[config.mk]
export PLATFORM = sky130hd
export DESIGN_NAME = drs_top
export DESIGN_NICKNAME = d
export VERILOG_FILES = /design/src/rtl/drs_pkg.sv /design/src/rtl/drs_flag_if.sv /design/src/rtl/drs_chan.sv /design/src/rtl/drs_top.sv
export VERILOG_INCLUDE_DIRS = /design/src /design/src/rtl
export SDC_FILE = /design/constraint.sdc
export NUM_CORES = 1
export LEC_CHECK = 0
export BUFFER_PORTS_ARGS = -buffer_cell sky130_fd_sc_hd__buf_2
export CORE_ASPECT_RATIO = 2
export CORE_UTILIZATION = 42
export DETAILED_ROUTE_END_ITERATION = 6
export GPL_ROUTABILITY_DRIVEN = 0
export PLACE_DENSITY = 0.83
export SETUP_SLACK_MARGIN = 0.2
export SLEW_MARGIN = 5
export SYNTH_ARGS = -nofsm -noshare
export SYNTH_HDL_FRONTEND = slang
export SYNTH_SLANG_ARGS = --single-unit
[constraint.sdc]
create_clock -name pclk -period 2.1 [get_ports pclk]
set_input_delay 0.315 -clock pclk [delete_from_list [all_inputs] [get_ports pclk]]
set_output_delay 0.315 -clock pclk [all_outputs]
set_load 0.03 [all_outputs]
[src/rtl/drs_params.svh]
`ifndef DRS_PARAMS_SVH
`define DRS_PARAMS_SVH

// ----------------------------------------
// Register byte offsets
// ----------------------------------------
`define DRS_OFS_RAW_DONE 8'h00
`define DRS_OFS_RAW_ERR 8'h04
`define DRS_OFS_ACTIVE 8'h08
`define DRS_OFS_MASKED_DONE 8'h0c
`define DRS_OFS_DONE_CLR 8'h10
`define DRS_OFS_ERR_CLR 8'h14
`define DRS_OFS_DONE_EN 8'h18
`define DRS_OFS_IRQ_STS 8'h1c
`define DRS_OFS_IRQ_MASK 8'h20

// ----------------------------------------
// Field positions and reset values
// ----------------------------------------
`define DRS_NCH 2
`define DRS_EV_DONE_LSB 0
`define DRS_EV_ERR_LSB 2
`define DRS_RST_FLAGS 2'h0
`define DRS_RST_DONE_EN 2'h0
`define DRS_RST_IRQ 4'h0

`endif

[src/rtl/drs_pkg.sv]
package drs_pkg;

   // Per-channel flag state
   typedef struct packed {
      logic raw_done;
      logic raw_err;
      logic active;
   } drs_chan_st_t;

   // Register slice state
   typedef struct packed {
      logic [31:0] prdata;
      logic pready;
      logic pslverr;
      logic irq;
      logic [1:0] done_en;
      logic [3:0] irq_sts;
      logic [3:0] irq_mask;
   } drs_core_st_t;

endpackage

[src/rtl/drs_flag_if.sv]
interface drs_flag_if;
   logic done_set;
   logic err_set;
   logic start;
   logic cnt_zero;
   logic done_clr;
   logic err_clr;
   logic raw_done;
   logic raw_err;
   logic active;

   modport core
   (
      output done_set, err_set, start, cnt_zero, done_clr, err_clr,
      input raw_done, raw_err, active
   );
   modport chan
   (
      input done_set, err_set, start, cnt_zero, done_clr, err_clr,
      output raw_done, raw_err, active
   );
endinterface

[src/rtl/drs_chan.sv]
`include "drs_params.svh"

module drs_chan
(
   drs_flag_if.chan fl,
   input wire logic pclk,
   input wire logic presetn
);

   drs_pkg::drs_chan_st_t s_r;
   drs_pkg::drs_chan_st_t s_nxt;

   // ----------------------------------------
   // Flag update
   // ----------------------------------------
   // Sticky flags, set beats clear in the same cycle
   always_comb
   begin
      s_nxt = s_r;
      s_nxt.raw_done = (s_r.raw_done & ~fl.done_clr) | fl.done_set;
      s_nxt.raw_err = (s_r.raw_err & ~fl.err_clr) | fl.err_set;
      if (fl.cnt_zero)
      begin
         s_nxt.active = 1'b0;
      end
      if (fl.start)
      begin
         s_nxt.active = 1'b1;
      end
   end

   // State register
   always_ff @(posedge pclk or negedge presetn)
   begin
      if (!presetn)
      begin
         s_r <= '0;
      end
      else
      begin
         s_r <= s_nxt;
      end
   end

   // Flags back to the register slice
   assign fl.raw_done = s_r.raw_done;
   assign fl.raw_err = s_r.raw_err;
   assign fl.active = s_r.active;
endmodule

[src/rtl/drs_top.sv]
// Decided for this implementation: the register offsets and the APB interface to the registers.
`include "drs_params.svh"

// Contract
// - Each channel has a read-only raw done flag, set on transfer end.
// - Each channel has a read-only raw fault flag, set on error.
// - Active flags sit in bits 0 and 1, one while channel enabled.
// - Active flag clears itself when the remaining count reaches zero.
// - Masked done status shows raw done only where done interrupt enabled.
// - Writing one to a clear bit clears that done flag; zero does nothing.
module drs_top
(
   input wire logic pclk,
   input wire logic presetn,
   input wire logic psel,
   input wire logic penable,
   input wire logic pwrite,
   input wire logic [7:0] paddr,
   input wire logic [31:0] pwdata,
   output logic [31:0] prdata,
   output logic pready,
   output logic pslverr,
   output logic irq,
   input wire logic [1:0] ch_done,
   input wire logic [1:0] ch_err,
   input wire logic [1:0] ch_start,
   input wire logic [1:0] ch_cnt_zero,
   output logic [1:0] ch_active
);

   drs_pkg::drs_core_st_t s_r;
   drs_pkg::drs_core_st_t s_nxt;
   logic [1:0] raw_done;
   logic [1:0] raw_err;
   logic [1:0] done_clr_v;
   logic [1:0] err_clr_v;
   logic setup;
   logic acc;
   logic wr;
   logic rd;
   logic [3:0] sts_clr;

   // Address match, used for every register
   function automatic logic hit(input logic [7:0] a, input logic [7:0] ofs);
      hit = (a == ofs);
   endfunction

   // ----------------------------------------
   // Channel flag slices
   // ----------------------------------------
   drs_flag_if fl[`DRS_NCH] ();

   genvar gi;
   generate
      for (gi = 0; gi < `DRS_NCH; gi++)
      begin : g_ch
         // Hook one channel to its events and clears
         assign fl[gi].done_set = ch_done[gi];
         assign fl[gi].err_set = ch_err[gi];
         assign fl[gi].start = ch_start[gi];
         assign fl[gi].cnt_zero = ch_cnt_zero[gi];
         assign fl[gi].done_clr = done_clr_v[gi];
         assign fl[gi].err_clr = err_clr_v[gi];
         assign raw_done[gi] = fl[gi].raw_done;
         assign raw_err[gi] = fl[gi].raw_err;
         assign ch_active[gi] = fl[gi].active;

         drs_chan u_chan
         (
            .fl(fl[gi]),
            .pclk(pclk),
            .presetn(presetn)
         );
      end
   endgenerate

   // ----------------------------------------
   // APB slave and interrupt logic
   // ----------------------------------------
   // Bus phases and write strobes
   always_comb
   begin
      setup = psel & ~penable;
      acc = psel & penable & s_r.pready;
      wr = acc & pwrite;
      rd = acc & ~pwrite;
      done_clr_v = (wr && hit(paddr, `DRS_OFS_DONE_CLR)) ? pwdata[1:0]
                   : 2'h0;
      err_clr_v = (wr && hit(paddr, `DRS_OFS_ERR_CLR)) ? pwdata[1:0]
                  : 2'h0;
      // Only bits shown to software are cleared by the read
      sts_clr = (rd && hit(paddr, `DRS_OFS_IRQ_STS)) ? s_r.prdata[3:0]
                : 4'h0;
   end

   // Next state of the register slice
   always_comb
   begin
      s_nxt = s_r;
      s_nxt.pready = setup;
      s_nxt.pslverr = 1'b0;
      if (wr && hit(paddr, `DRS_OFS_DONE_EN))
      begin
         s_nxt.done_en = pwdata[1:0];
      end
      if (wr && hit(paddr, `DRS_OFS_IRQ_MASK))
      begin
         s_nxt.irq_mask = pwdata[3:0];
      end
      s_nxt.irq_sts = (s_r.irq_sts & ~sts_clr) | {ch_err, ch_done};
      s_nxt.irq = |(s_nxt.irq_sts & s_nxt.irq_mask);
      if (setup)
      begin
         s_nxt.prdata = 32'h0;
         if (hit(paddr, `DRS_OFS_RAW_DONE))
         begin
            s_nxt.prdata[1:0] = raw_done;
         end
         else if (hit(paddr, `DRS_OFS_RAW_ERR))
         begin
            s_nxt.prdata[1:0] = raw_err;
         end
         else if (hit(paddr, `DRS_OFS_ACTIVE))
         begin
            s_nxt.prdata[1:0] = ch_active;
         end
         else if (hit(paddr, `DRS_OFS_MASKED_DONE))
         begin
            s_nxt.prdata[1:0] = raw_done & s_r.done_en;
         end
         else if (hit(paddr, `DRS_OFS_DONE_EN))
         begin
            s_nxt.prdata[1:0] = s_r.done_en;
         end
         else if (hit(paddr, `DRS_OFS_IRQ_STS))
         begin
            s_nxt.prdata[3:0] = s_r.irq_sts;
         end
         else if (hit(paddr, `DRS_OFS_IRQ_MASK))
         begin
            s_nxt.prdata[3:0] = s_r.irq_mask;
         end
         else if (!hit(paddr, `DRS_OFS_DONE_CLR) &&
                  !hit(paddr, `DRS_OFS_ERR_CLR))
         begin
            s_nxt.pslverr = 1'b1; // Unmapped address
         end
      end
   end

   // State register
   always_ff @(posedge pclk or negedge presetn)
   begin
      if (!presetn)
      begin
         s_r <= '0;
      end
      else
      begin
         s_r <= s_nxt;
      end
   end

   // Outputs straight from flops
   assign prdata = s_r.prdata;
   assign pready = s_r.pready;
   assign pslverr = s_r.pslverr;
   assign irq = s_r.irq;
endmodule

# Word-level counts from Yosys, hierarchy flattened
# Index checks and enable logic that the tools add are counted.
[classes]
muxes = 29
n_addsub = 0
eq_ne = 8
n_lt_le_gt_ge = 0
div_mod_pow = 0
n_bitwise = 24
n_mul = 0
shifts = 0
reduce_logical = 12
[ops]
columns = ["operator", "n"]
rows = [
  ["$eq 8x5->1 const B", 4],
  ["$mux 2", 12],
  ["$eq 8x4->1 const B", 2],
  ["$mux 4", 4],
  ["$mux 1", 13],
  ["$and 1x1->1", 9],
  ["$and 4x4->4", 2],
  ["$eq 8x3->1 const B", 1],
  ["$eq 8x6->1 const B", 1],
  ["$logic_not 8->1", 1],
  ["$logic_and 1x1->1", 6],
  ["$not 1->1", 6],
  ["$not 4->4", 1],
  ["$or 1x1->1", 4],
  ["$or 4x4->4", 1],
  ["$reduce_bool 2->1", 2],
  ["$reduce_or 4->1", 1],
  ["$and 2x2->2", 1],
  ["$logic_not 1->1", 2],
]
[word_totals]
n_memories = 0
latch_bits = 0
in_bits = 53
mem_bits_ro = 0
register_bits = 23
ramBits = 0
wordCells = 86

# Longest topological paths before layout
[depth]
word_depth = 12
mapped_depth = 6
mapped_depth_nobuf = 5

# Modules after synthesis
# Synthesis repeated with hierarchy kept, for this count alone.
[hier_totals]
hier_cells = 151
hier_area_um2 = 1522.7
[by_module_without_submodules]
columns = ["mod", "instances", "cells_per_inst", "area_per_inst_um2", "seq_area_each_um2"]
rows = [
  ["drs_top", 1, 133, 1305.0, 425.4],
  ["drs_chan", 2, 9, 108.9, 75.1],
]

# Worst setup path before layout
# OpenSTA, ideal clock, no wires.
[synth_path]
kind = "input to register"
from = "in paddr[7]"
to = "reg s_r, in the netlist irq"
stages = 6
setup_ps = 126
path_slack_ps = 112
arrival_time_ps = 1862
path_cell_list = "or4_1 -> buf_2 -> or2_1 -> o22a_1 -> a22o_1 -> a221o_1"
[synth_rtl]
columns = ["item", "line_no", "text"]
rows = [
  ["start, declared", "drs_top.sv:18", "input wire logic [7:0] paddr,"],
  ["end signal, assigned", "drs_top.sv:160", "s_r <= s_nxt;"],
  ["end, declared", "drs_top.sv:31", "drs_pkg::drs_core_st_t s_r;"],
]

==> flow_summary.ini <==
[run_status]
status = finished clean

[placed_design]
port_buffers = 33
place_area_um2 = 1550
dp.cells = 206
hpwl_mm = 2.48

[timing]
period_share_pct = 88.6
fin_crit_ns = 1.86
setup_violations = 0
timing_hold_violations_final = 0
fmax_mhz = 538
holdWs_ns = 0.0140
finalClockSkew_ns = 0.00329
maxSlewHeadroom_pct = 66.0
tightest_slew_ns = 0.509
drv_slew = 0
rsz0062_at_grt = false

[logic_synthesis]
synth.area.top_cells = dfrtp_1, buf_4, mux2_2
synth-seq-cells = 23
synth_top_area_share_pct = 40.3
synth_cell_types = 38
synth_ff_type = dfrtp_1
syn_inst = 145
synthesis.area_um2 = 1430
synthArstFlopShare_pct = 100
synth_top_area_cell = dfrtp_1
yosys_warnings = 0
syn_avg_cell_area_um2 = 9.85
yosysSeqAreaShare_pct = 40.3
synth_edf_count = 0

[clock_tree]
cts_tree = yes
clockBufferDepth = 2
htree_levels = 1
postCtsHoldBufs = 0
cts_buffers = 3
clock-sinks = 23
clk_pin_slew_ns = 0.07
clock_latency_ns = 0.26
cts-root-buf = clkbuf_8

[global_routing]
grt_pass1_vias = 1125
antenna_found_initial = 0
grt_pass1_wl_mm = 5.35
grt_max_degree = 24
track_usage_pct = 19.6
grt-ovfl-total = 0

[route]
drtPass1Iterations = 4
wire_per_inst_um = 15.3
post-route-drc-count = 0
met1_length_mm = 1.12
dr.first_iter.drc_count = 33
highest_layer = met4
vias_per_cell = 5.41
routed_wl_mm = 3.23
met3_length_um = 159
drtAntennaViolNets = 0
dr_wl_met2_mm = 1.84
dr_total_vias = 1142

[worst_setup_path]
worstSetupPathType = in -> reg
cp.arrival_ns = 2.01
reg2reg_slack_ns = 0.26
cp_max_fo = 3
cp-start-kind = input pin
crit_path_end_kind = register
required_ns = 2.25

[pwr]
finalPower_mw = 0.927
power_density_nw_per_um2 = 578
power.switching_mw = 0.289
p_int_mw = 0.639
switching_share_pct = 31.1
combPwrFrac_pct = 21.2
vdd_drop_max_uv = 376
pwr-share-seq_pct = 49.5
clockPowerShare_pct = 29.3
p_leak_nw = 0.762

[floorplanning]
core_um2 = 3190
dieArea_um2 = 3650
io_pins = 90
rows = 29
die-width_um = 43.2
die_y_um = 84.5
start_util_pct = 44.7

[final_layout]
drive_above_1_share_pct = 31.7
diodes = 0
fin_cells = 211
mostFrequentLayoutCell = buf_2
final_cell_mix = buf_2, conb_1, dfrtp_1
stdcell_area_um2 = 1600
nets = 234
synthToLayoutAreaGrowth_pct = 12.3

[hold_path]
min_path_type = in -> async

[flow_run]
max_cap_viol_count = 0
cells by family after synthesis:
| logic type | synth area share, % |
|---|---|
| buf+inv | 20.8 |
| other cells | 0.262 |
| flops | 40.3 |
| mux | 4.73 |
| simple gates | 16.0 |
| compound gates | 18.0 |
final cells by class:
| type | instances | area (µm²) |
|---|---|---|
| sequential | 23 | 576 |
| timing repair buffer | 43 | 240 |
| tap | 31 | 38.8 |
| clock buffer | 4 | 45.0 |
| multi-input combinational | 105 | 686 |
| inverter | 5 | 18.8 |
| fill | 317 | 1590 |
final timing paths:
check | from | to | cells after the start
min in group pclk | ch_cnt_zero[0] | g_ch[0].u_chan.fl.active | 2
max in group asynchronous | presetn | g_ch[0].u_chan.fl.raw_err | 1
max reg2reg | pready | irq | 5
max | paddr[7] | irq | 6
min reg2reg | g_ch[0].u_chan.fl.raw_err | g_ch[0].u_chan.fl.raw_err | 1
min | presetn | g_ch[0].u_chan.fl.active | 1
critical path: stages:
cell     delay, ns
buf_2         0.11
or4_4         0.57
or2_1         0.28
o22a_1        0.19
a22o_1        0.26
a221o_1       0.28
metal layers:
metal,GRT usage [%],up-vias
met3,2.15,10
li1,-,536
met4,10.5,0
met1,22.0,538
met2,34.5,58
met5,0,-
through the flow:
step                      util, %  worst slack [ns]  TNS [ns]
after floorplan                 -             0.173         0
after global placement       48.4          -0.00460  -0.00460
after detailed placement     48.4           -0.0251   -0.0251
after CTS                    50.1             0.242         0
after global routing         50.2             0.176         0
final                        50.2             0.240         0
synth_stat cells (2+ instances only):
master	count
a21oi_1	3
buf_4	34
nor3_1	4
and3_1	2
o22a_1	2
nand4_1	3
o21ai_0	3
inv_1	5
a22o_1	3
nand4b_1	2
a21o_1	6
mux2_2	5
nand3_1	5
dfrtp_1	23
buf_2	3
clkbuf_1	2
o21bai_1	2
a31oi_1	2
o22ai_1	2
nand2_1	7
a32o_1	2
nor2_1	4
o32a_1	2
o211ai_1	4
o311ai_0	2
power groups by stage:
stage	Combinational, mW	Sequential (mW)	Clock [mW]
3_5_place_dp	0.193	0.468	0
6_report	0.196	0.459	0.272
3_3_place_gp	0.192	0.468	0
4_1_cts	0.196	0.459	0.276
5_1_grt	0.212	0.460	0.293
2_1_floorplan	0.179	0.472	0
flip-flops by register name, summed over array words and instances (netlist names):
name                     cells
g_ch.u_chan.fl.active        2
g_ch.u_chan.fl.raw_done      2
prdata                       4
pslverr                      1
pready                       1
s_r                         10
g_ch.u_chan.fl.raw_err       2
irq                          1
timing repair:
| action | 4_1_cts | 5_1_grt |
|---|---|---|
| resized for setup | 0 | 1 |
| pin swaps | 1 | 2 |
| cloned | 0 | 0 |
| buffers inserted | 1 | 0 |
| setup endpoints to repair | 1 | 1 |
No activity file was read; power rests on OpenSTA's default activity.
